## src/tcsb_consts.vh

```
/*
 * Constants for the channel 3 status, buffer and output master enable slice.
 * Assumes an 8-bit register port addressed by byte offset.
 */
`ifndef TCSB_CONSTS_VH
`define TCSB_CONSTS_VH

// ----------------------------------------------------------------------
// Register offsets
// ----------------------------------------------------------------------
`define TCSB_OFF_STATUS     8'h85
`define TCSB_OFF_GRB_H      8'h8a
`define TCSB_OFF_GRB_L      8'h8b
`define TCSB_OFF_BRA_H      8'h8c
`define TCSB_OFF_BRA_L      8'h8d
`define TCSB_OFF_BRB_H      8'h8e
`define TCSB_OFF_BRB_L      8'h8f
`define TCSB_OFF_OUTEN      8'h90
`define TCSB_OFF_IRQ_STAT   8'h98
`define TCSB_OFF_IRQ_EN     8'h99
`define TCSB_OFF_IRQ_CLR    8'h9a

// ----------------------------------------------------------------------
// Fields and reset values
// ----------------------------------------------------------------------
`define TCSB_BIT_OVF        2
`define TCSB_BIT_MFB        1
`define TCSB_BIT_MFA        0
`define TCSB_STAT_PAD       5'h1f
`define TCSB_OUTEN_PAD      2'h3
`define TCSB_OUTEN_RST      6'h3f
`define TCSB_WORD_RST       16'hffff
`define TCSB_CNT_MAX        16'hffff
`define TCSB_CNT_MIN        16'h0000
`define TCSB_IRQ_PAD        5'h00
`define TCSB_FLAGS_RST      3'h0
`define TCSB_OUTEN_OFF      6'h00
`define TCSB_RDATA_IDLE     8'h00

`endif

```

## src/tcsb_top.v

```verilog
/*
 * Channel 3 status register, compare/capture register B, buffer registers
 * A and B, output master enables and a small interrupt block.
 * Assumes the counter, compare and capture logic sit elsewhere on the same
 * clock and present their events as one-cycle pulses.
 * Register port: byte address, write and read strobes, read data one
 * cycle after the read strobe and zero otherwise.
 * Status flags clear only after a read that saw them set; events win
 * over a same-cycle clear.
 */
// Our own choice: the plain strobed port.
`include "tcsb_consts.vh"

module tcsb_top #(
   parameter WIDTH = 16
) (
   // Clock and reset
   input  wire             clk_sys_in,
   input  wire             resetn_in,
   // Register port
   input  wire [7:0]       reg_addr_in,
   input  wire [7:0]       reg_wdata_in,
   input  wire             reg_wr_in,
   input  wire             reg_rd_in,
   output reg  [7:0]       reg_rdata_out,
   // Counter and channel events (same clock)
   input  wire             cnt_step_in,
   input  wire             cnt_down_in,
   input  wire [WIDTH-1:0] timer_count_in,
   input  wire             match_a_in,
   input  wire             match_b_in,
   input  wire             capture_b_in,
   input  wire             capture_mode_b_in,
   input  wire             ext_trigger_in,
   input  wire             pwm_sync_mode_in,
   // Pin outputs requested by I/O and function control
   input  wire [5:0]       pin_req_in,
   // Gated pin outputs, register B and buffer values, interrupt
   output wire [5:0]       pin_oe_out,
   output wire [WIDTH-1:0] compare_b_out,
   output wire [WIDTH-1:0] buffer_a_out,
   output wire [WIDTH-1:0] buffer_b_out,
   output wire             irq_out
);

   // ------------------------------------------------------------------
   // Registers and next values
   // ------------------------------------------------------------------
   reg [2:0]       flags_r;
   reg [2:0]       flags_nxt;
   reg [2:0]       armed_r;
   reg [2:0]       armed_nxt;
   reg [WIDTH-1:0] grb_r;
   reg [WIDTH-1:0] grb_nxt;
   reg [WIDTH-1:0] bra_r;
   reg [WIDTH-1:0] bra_nxt;
   reg [WIDTH-1:0] brb_r;
   reg [WIDTH-1:0] brb_nxt;
   reg [5:0]       outen_r;
   reg [5:0]       outen_nxt;
   reg [2:0]       irq_stat_r;
   reg [2:0]       irq_stat_nxt;
   reg [2:0]       irq_en_r;
   reg [2:0]       irq_en_nxt;
   reg [7:0]       rdata_nxt;

   // Decoded strobes and qualified events
   wire            wr_status;
   wire            rd_status;
   wire            wr_grb_h;
   wire            wr_grb_l;
   wire            wr_bra_h;
   wire            wr_bra_l;
   wire            wr_brb_h;
   wire            wr_brb_l;
   wire            wr_outen;
   wire            wr_irq_en;
   wire            wr_irq_clr;
   wire            wrap;
   wire            trig_clear;
   wire            capture_load;
   wire [2:0]      set_ev;

   // Register views as software reads them
   wire [7:0]      status_view;
   wire [7:0]      outen_view;
   wire [7:0]      irq_stat_view;
   wire [7:0]      irq_en_view;

   // ------------------------------------------------------------------
   // Helper functions
   // ------------------------------------------------------------------
   // True when a strobe addresses the given byte offset
   function hit;
      input       strobe;
      input [7:0] addr;
      input [7:0] off;
      begin
         hit = strobe && (addr == off);
      end
   endfunction

   // Byte write of a 16-bit register half
   function [WIDTH-1:0] put_byte;
      input [WIDTH-1:0] cur;
      input [7:0]       dat;
      input             hi;
      begin
         if (hi) begin
            put_byte = {dat, cur[7:0]};
         end else begin
            put_byte = {cur[WIDTH-1:8], dat};
         end
      end
   endfunction

   // High or low byte of a 16-bit register
   function [7:0] byte_of;
      input [WIDTH-1:0] word;
      input             hi;
      begin
         if (hi) begin
            byte_of = word[WIDTH-1:8];
         end else begin
            byte_of = word[7:0];
         end
      end
   endfunction

   // ------------------------------------------------------------------
   // Register port decode
   // ------------------------------------------------------------------
   // Status strobes drive the read-then-write clear sequence
   assign wr_status  = hit(reg_wr_in, reg_addr_in, `TCSB_OFF_STATUS);
   assign rd_status  = hit(reg_rd_in, reg_addr_in, `TCSB_OFF_STATUS);

   // Byte writes of register B and the two buffers
   assign wr_grb_h   = hit(reg_wr_in, reg_addr_in, `TCSB_OFF_GRB_H);
   assign wr_grb_l   = hit(reg_wr_in, reg_addr_in, `TCSB_OFF_GRB_L);
   assign wr_bra_h   = hit(reg_wr_in, reg_addr_in, `TCSB_OFF_BRA_H);
   assign wr_bra_l   = hit(reg_wr_in, reg_addr_in, `TCSB_OFF_BRA_L);
   assign wr_brb_h   = hit(reg_wr_in, reg_addr_in, `TCSB_OFF_BRB_H);
   assign wr_brb_l   = hit(reg_wr_in, reg_addr_in, `TCSB_OFF_BRB_L);

   // Enable and interrupt control writes
   assign wr_outen   = hit(reg_wr_in, reg_addr_in, `TCSB_OFF_OUTEN);
   assign wr_irq_en  = hit(reg_wr_in, reg_addr_in, `TCSB_OFF_IRQ_EN);
   assign wr_irq_clr = hit(reg_wr_in, reg_addr_in, `TCSB_OFF_IRQ_CLR);

   // ------------------------------------------------------------------
   // Channel events
   // ------------------------------------------------------------------
   // Wrap from max to min counting up, or min to max counting down
   assign wrap = cnt_step_in &&
                 ((!cnt_down_in && timer_count_in == `TCSB_CNT_MAX) ||
                  (cnt_down_in && timer_count_in == `TCSB_CNT_MIN));
   // Flag layout: bit 2 overflow, bit 1 match B, bit 0 match A
   assign set_ev = {wrap, match_b_in, match_a_in};

   // Trigger only counts in the synchronised or complementary modes
   assign trig_clear   = ext_trigger_in && pwm_sync_mode_in;
   // Capture loads register B only in capture mode
   assign capture_load = capture_mode_b_in && capture_b_in;

   // ------------------------------------------------------------------
   // Status flags
   // ------------------------------------------------------------------
   // Clear needs a prior read seeing one; set wins over clear
   always @* begin
      armed_nxt = armed_r;
      flags_nxt = flags_r;
      if (rd_status) begin
         armed_nxt = armed_r | flags_r;
      end
      if (wr_status) begin
         flags_nxt = flags_r & ~(armed_r & ~reg_wdata_in[2:0]);
         armed_nxt = `TCSB_FLAGS_RST;
      end
      flags_nxt = flags_nxt | set_ev;
   end

   // Flag and arming flops
   always @(posedge clk_sys_in) begin
      if (!resetn_in) begin
         flags_r <= `TCSB_FLAGS_RST;
         armed_r <= `TCSB_FLAGS_RST;
      end else begin
         flags_r <= flags_nxt;
         armed_r <= armed_nxt;
      end
   end

   // ------------------------------------------------------------------
   // Register B and buffers
   // ------------------------------------------------------------------
   // Capture outranks a software write of register B in one cycle
   always @* begin
      grb_nxt = grb_r;
      bra_nxt = bra_r;
      brb_nxt = brb_r;
      if (capture_load) begin
         grb_nxt = timer_count_in;
      end else if (wr_grb_h) begin
         grb_nxt = put_byte(grb_r, reg_wdata_in, 1'b1);
      end else if (wr_grb_l) begin
         grb_nxt = put_byte(grb_r, reg_wdata_in, 1'b0);
      end
      if (wr_bra_h) begin
         bra_nxt = put_byte(bra_r, reg_wdata_in, 1'b1);
      end else if (wr_bra_l) begin
         bra_nxt = put_byte(bra_r, reg_wdata_in, 1'b0);
      end
      if (wr_brb_h) begin
         brb_nxt = put_byte(brb_r, reg_wdata_in, 1'b1);
      end else if (wr_brb_l) begin
         brb_nxt = put_byte(brb_r, reg_wdata_in, 1'b0);
      end
   end

   // Register B and buffer flops, all ones out of reset
   always @(posedge clk_sys_in) begin
      if (!resetn_in) begin
         grb_r <= `TCSB_WORD_RST;
         bra_r <= `TCSB_WORD_RST;
         brb_r <= `TCSB_WORD_RST;
      end else begin
         grb_r <= grb_nxt;
         bra_r <= bra_nxt;
         brb_r <= brb_nxt;
      end
   end

   // Register values towards the compare and buffer logic
   assign compare_b_out = grb_r;
   assign buffer_a_out  = bra_r;
   assign buffer_b_out  = brb_r;

   // ------------------------------------------------------------------
   // Output master enables
   // ------------------------------------------------------------------
   // Trigger clear outranks a software write in the same cycle
   always @* begin
      outen_nxt = outen_r;
      if (trig_clear) begin
         outen_nxt = `TCSB_OUTEN_OFF;
      end else if (wr_outen) begin
         outen_nxt = reg_wdata_in[5:0];
      end
   end

   // Enable flops, all set out of reset
   always @(posedge clk_sys_in) begin
      if (!resetn_in) begin
         outen_r <= `TCSB_OUTEN_RST;
      end else begin
         outen_r <= outen_nxt;
      end
   end

   // Bit 0 A3, 1 A4, 2 B4, 3 B3, 4 comp A4, 5 comp B4
   assign pin_oe_out = pin_req_in & outen_r;

   // ------------------------------------------------------------------
   // Interrupt status, enable and clear
   // ------------------------------------------------------------------
   // Sticky status; a new event wins over a same-cycle clear
   always @* begin
      irq_stat_nxt = irq_stat_r | set_ev;
      irq_en_nxt   = irq_en_r;
      if (wr_irq_clr) begin
         irq_stat_nxt = (irq_stat_r & ~reg_wdata_in[2:0]) | set_ev;
      end
      if (wr_irq_en) begin
         irq_en_nxt = reg_wdata_in[2:0];
      end
   end

   // Interrupt flops, quiet out of reset
   always @(posedge clk_sys_in) begin
      if (!resetn_in) begin
         irq_stat_r <= `TCSB_FLAGS_RST;
         irq_en_r   <= `TCSB_FLAGS_RST;
      end else begin
         irq_stat_r <= irq_stat_nxt;
         irq_en_r   <= irq_en_nxt;
      end
   end

   // Level interrupt while an enabled status bit is set
   assign irq_out = |(irq_stat_r & irq_en_r);

   // ------------------------------------------------------------------
   // Register views
   // ------------------------------------------------------------------
   // Unused status and enable bits read as one
   assign status_view   = {`TCSB_STAT_PAD, flags_r};
   assign outen_view    = {`TCSB_OUTEN_PAD, outen_r};
   // Interrupt registers pad with zero
   assign irq_stat_view = {`TCSB_IRQ_PAD, irq_stat_r};
   assign irq_en_view   = {`TCSB_IRQ_PAD, irq_en_r};

   // ------------------------------------------------------------------
   // Read data, one cycle after the strobe
   // ------------------------------------------------------------------
   // Read multiplexer; idle and unmapped reads give zero
   always @* begin
      rdata_nxt = `TCSB_RDATA_IDLE;
      if (reg_rd_in) begin
         case (reg_addr_in)
            `TCSB_OFF_STATUS:   rdata_nxt = status_view;
            `TCSB_OFF_GRB_H:    rdata_nxt = byte_of(grb_r, 1'b1);
            `TCSB_OFF_GRB_L:    rdata_nxt = byte_of(grb_r, 1'b0);
            `TCSB_OFF_BRA_H:    rdata_nxt = byte_of(bra_r, 1'b1);
            `TCSB_OFF_BRA_L:    rdata_nxt = byte_of(bra_r, 1'b0);
            `TCSB_OFF_BRB_H:    rdata_nxt = byte_of(brb_r, 1'b1);
            `TCSB_OFF_BRB_L:    rdata_nxt = byte_of(brb_r, 1'b0);
            `TCSB_OFF_OUTEN:    rdata_nxt = outen_view;
            `TCSB_OFF_IRQ_STAT: rdata_nxt = irq_stat_view;
            `TCSB_OFF_IRQ_EN:   rdata_nxt = irq_en_view;
            default:            rdata_nxt = `TCSB_RDATA_IDLE;
         endcase
      end
   end

   // Read data flop, stands for one cycle only
   always @(posedge clk_sys_in) begin
      if (!resetn_in) begin
         reg_rdata_out <= `TCSB_RDATA_IDLE;
      end else begin
         reg_rdata_out <= rdata_nxt;
      end
   end

endmodule

```

## config.mk

```make
export PLATFORM = sky130hd
export DESIGN_NAME = tcsb_top
export DESIGN_NICKNAME = d
export VERILOG_FILES = /design/src/tcsb_top.v
export VERILOG_INCLUDE_DIRS = /design/src /design/src/src
export SDC_FILE = /design/constraint.sdc
export NUM_CORES = 1
export LEC_CHECK = 0
export BUFFER_PORTS_ARGS = -buffer_cell sky130_fd_sc_hd__buf_2
export CORE_MARGIN = 5
export CORE_UTILIZATION = 45
export DETAILED_ROUTE_END_ITERATION = 6
export PLACE_DENSITY_LB_ADDON = 0.15
export SYNTH_ARGS = -nofsm -noshare
export SYNTH_HDL_FRONTEND = slang
export SYNTH_SLANG_ARGS = --single-unit
```

## constraint.sdc

```tcl
create_clock -name clk_sys_in -period 2.2 [get_ports clk_sys_in]
set_input_delay 0.22 -clock clk_sys_in [delete_from_list [all_inputs] [get_ports clk_sys_in]]
set_output_delay 0.22 -clock clk_sys_in [all_outputs]
set_load 0.01 [all_outputs]
```

======== Word-level counts from Yosys, hierarchy flattened ========
Index checks and enable logic that the tools add are counted.
storage, ports and cells
  bits in registers ....................... 74
  latch bits .............................. 0
  bits in writable memories ............... 0
  bits in read-only memories .............. 0
  input bits .............................. 50
  output and inout port bits .............. 63
  memories ................................ 0
cells by class
  add/subtract/negate cells ............... 0
  multipliers ............................. 0
  divide/modulo/power cells ............... 0
  magnitude comparators ................... 0
  equality and inequality tests ........... 13
  shift-type cells ........................ 0
  muxes and demuxes ....................... 12
  bitwise logic cells ..................... 14
  reduce and logical (&&, ||, !) cells .... 28
operators with widths
  cell                                                   count
  == test 8 bit, second input constant                   11
  case mux 8 bit (10 select lines)                       1
  two-way mux 16 bit                                     4
  two-way mux 8 bit                                      3
  == test 16 bit, second input constant                  1
  logical AND 1 bit                                      16
  logical NOT 16 bit                                     1
  bitwise AND 3 bit                                      4
  two-way mux 6 bit                                      2
  bitwise OR 3 bit                                       4
  AND reduction 2 bit                                    4
  bitwise AND 6 bit                                      1
  two-way mux 3 bit                                      2
  inverter 3 bit                                         2
  nonzero test 2 bit                                     3
  inverter 1 bit                                         3
  OR reduction 3 bit                                     1
  inequality test 2 x 1 -> 1 bit, second input constant  1
  OR reduction 2 bit                                     1
  logical NOT 1 bit                                      1
  logical OR 1 bit                                       1

======== Depth between registers and ports, before layout ========
  depth after elaboration ................. 6
  depth in mapped cells ................... 6
  gate-level depth less buffers ........... 4

======== Least setup slack after synthesis ========
Ideal clock, no wire load.
  kind .................................... input to register
  from .................................... input port reg_wr_in
  to ...................................... register outen_r[0]
  arrival ................................. 1564 ps
  slack ................................... 505 ps
  cell stages on the path ................. 6
  path through ............................ buf_2 -> nor4bb_1 -> or4b_1 -> buf_4 -> mux2i_1 -> o21ai_1
between the ends
  longest elaborated chain between the ends .. 2
RTL lines
  element                       line            source
  from (decl)                   tcsb_top.v:23   input wire reg_wr_in,
  logical AND 1 bit             tcsb_top.v:99   hit = strobe && (addr == off);
  nonzero test 2 bit (no line)  n/a
  to (signal assigned)          tcsb_top.v:254  outen_r <= `TCSB_OUTEN_RST;
  to (signal assigned)          tcsb_top.v:256  outen_r <= outen_nxt;
  to (decl)                     tcsb_top.v:59   reg [5:0] outen_r;
No other way between the ends.
A chain may end at the register's enable or synchronous reset.

======== Final worst setup path ========
  from .................................... input port reg_addr_in[6]
  to ...................................... register outen_r[0]
between the ends
  longest elaborated chain between the ends .. 3
RTL lines
  element                       line           source
  from (decl)                   tcsb_top.v:21  input wire [7:0] reg_addr_in,
  == test 8 bit                 tcsb_top.v:99
  logical AND 1 bit             tcsb_top.v:99
  nonzero test 2 bit (no line)  n/a
No other way between the ends.

==> results.txt <==
EDFF count, synth - 0
vias post-DR - 3368
critical path class - input port to flop
routed wire length - 10700 µm
post-synth top area share - 41.6%
CP Launch Type - input port
DR DRC count - 0
Hold Fails Final Rpt - 0
port bufs - 112
# H-tree levels - 3
fmax - 609 MHz
TritonCTS clock tree - done
largest fanout on the critical path - 6
Hold Crit Class - input port to flop
Worst-path clk slew - 0.08 ns
Leakage - 0.00204 µW
first-pass GRT wire length - 17100 µm
CP top delay family - simple AND/OR/NAND/NOR gates
Yosys cell types - 50
post-DP HPWL - 7890 µm
GRT Util Overall - 21.6%
crit-path cells - buf_2, nor4bb_1, or4b_1, mux2i_1, o21ai_1
average wire per standard cell - 17.9 µm
status - finished, final reports clean
clk root buf - clkbuf_8
Final min period - 1.64 ns
initial antenna violation count - 0
clock tree sinks - 74
reg2reg setup slack - 0.95 ns
DR WL met3 - 789 µm
Reg-to-Reg End - reg_rdata_out[0]
CP max stage delay - 0.69 ns
largest net degree at the start of global routing - 49
metal2 WL - 4910 µm
Core ar. - 7730 µm²
Min-Delay Endpoint - flags_r[0]
Layout Area Growth over Synthesis - 24.2%
Slew HR - 48.4%
final core utilization - 57.3%
power per standard cell area - 610 nW/µm²
top routing layer used - met4
Synth warnings - 0
WHS - 0.120 ns
Reg area - 1480 µm²
layout cells sized above 1 - 30.7%
Filler cells - 726
GP Congestion - 0.887
cells on worst reg2reg path - 3
area leader, netlist - dfxtp_1
PostCTS Resize Cnt - 0
Final nets - 543
Post-Syn Area - 3560 µm²
die width - 99.0 µm
Final Instance Area - 4420 µm²
most common cell after layout, fill and taps aside - buf_2
# hold bufs at CTS - 0
register bit total from synthesis - 74
Overflow after GRT - 0
IO Count - 113
Multi-input gate area - 1950 µm²
maximum vdd drop - 0.347 mV
worst path arrival time - 1.85 ns
Initial Util - 46.1%
Final TNS setup - 0 ns
Worst Tran Pin Value - 0.774 ns
Setup Skew - 0.00819 ns
unrepaired setup endpoints after global routing - false
synth top area cells - dfxtp_1 (42%), mux2i_1 (15%), nand2_1 (6.0%)
fraction of registers with async set/reset - 0%
hold path depth - 2
min-delay src - match_a_in
buffers and inverters on the worst path - 1
DP Area - 4250 µm²
maxcap violations - 0
most frequent cells in the layout - buf_2 (112), dfxtp_1 (74), nand2_1 (57)
syn_nets - 434
deepest clock path buffer count - 2
Worst R2R Start - buffer_b_out[0]
Tcrit/Tclk final - 74.7%
Die Area - 9800 µm²
via-per-instance ratio - 5.61
Routed Antenna Nets - 0
Initial DRT Pass Iterations - 4
Post-Synthesis Cells - 384
CP required - 2.41 ns
num rows - 32
crit end category - flop
most used flip-flop cell after synthesis - dfxtp_1
CP startpoint - reg_addr_in[6]
die height - 99.0 µm
met1 WL - 4900 µm
Syn Area/Cell - 9.28 µm²
max-slew violations - 0
Final setup viols - 0
clk_lat worst skew - 0.34 ns
register area share after synthesis - 41.6%
initial DRC count - 187
ant diodes - 0
Setup Fix Bufs, Post-CTS - 0
Slowest-stage cell, CP - or4b_1
Num CTS Buffers - 9
vias in the first global route - 3281
==> power by group <==
group          switching, µW  total [µW]  internal [µW]
registers               26.6        1390           1370
logic                    167         287            120
clock network            495        1020            523
==> Yosys cell counts (3+ instances only) <==
cell type   n
o21ai_1     6
nor3_1      3
a31oi_1    12
nor2b_1     6
clkbuf_1   20
buf_2       4
dfxtp_1    74
nor4b_1     3
nor4_1      5
inv_1       7
nand4_1     6
mux2i_1    55
nor2_1     18
nor3b_1     7
and3_1      3
nand2_1    57
a32oi_1     3
nand3_1     8
o21ai_0     8
a2bb2oi_1   3
nand4_2     4
mux4_2      8
a21oi_1    23
and2_1      8
==> layout make-up <==
cell class | instances | area share (%)
multi-input combinational | 276 | 44.1
clock inverter | 3 | 0.905
clock buffer | 13 | 3.14
timing repair buffer | 125 | 14.9
tap | 102 | 2.88
inverter | 7 | 0.594
sequential | 74 | 33.5
==> per-stage QoR <==
step	total power (µW)	instances	setup WS [ns]
floorplan	1570	384	0.505
global placement	1710	584	0.241
detailed placement	1710	584	0.237
CTS	2710	600	0.578
global route	2800	600	0.482
finish	2700	600	0.557
==> worst reg2reg max path, cell delays in order, from the launching register on <==
cell and delay, ns:
dfxtp_1 0.34, mux4_2 0.49, a22oi_1 0.21, a21oi_1 0.09
==> kinds of logic (layout without fill, tap and decap cells) <==
kind of cell    after synthesis  count (layout)  share of synthesized area, %
compound gates               70              70                          12.3
buf+inv                      34             148                          3.83
flops                        74              74                          41.6
mux                          63              63                          20.5
simple gates                143             143                          21.8
==> worst max path at each step <==
stage	cells past startpoint	slack, ns	endpoint
after floorplan	6	0.50	outen_r[0]
after global placement	5	0.24	outen_r[1]
after detailed placement	5	0.24	outen_r[0]
after CTS	5	0.58	outen_r[0]
after global routing	5	0.48	outen_r[5]
final	5	0.56	outen_r[0]
==> flip-flops by register name (all words and copies together) (netlist names) <==
name and count:
irq_en_r 3, compare_b_out 16, flags_r 3, reg_rdata_out 8, outen_r 6, buffer_a_out 16
armed_r 3, buffer_b_out 16, irq_stat_r 3
==> layer usage <==
layer,vias up,track usage (%)
li1,1614,-
met2,119,33.5
met3,12,5.94
met5,-,0
met1,1623,29.2
met4,0,6.72
(Power assumes the default switching activity.)
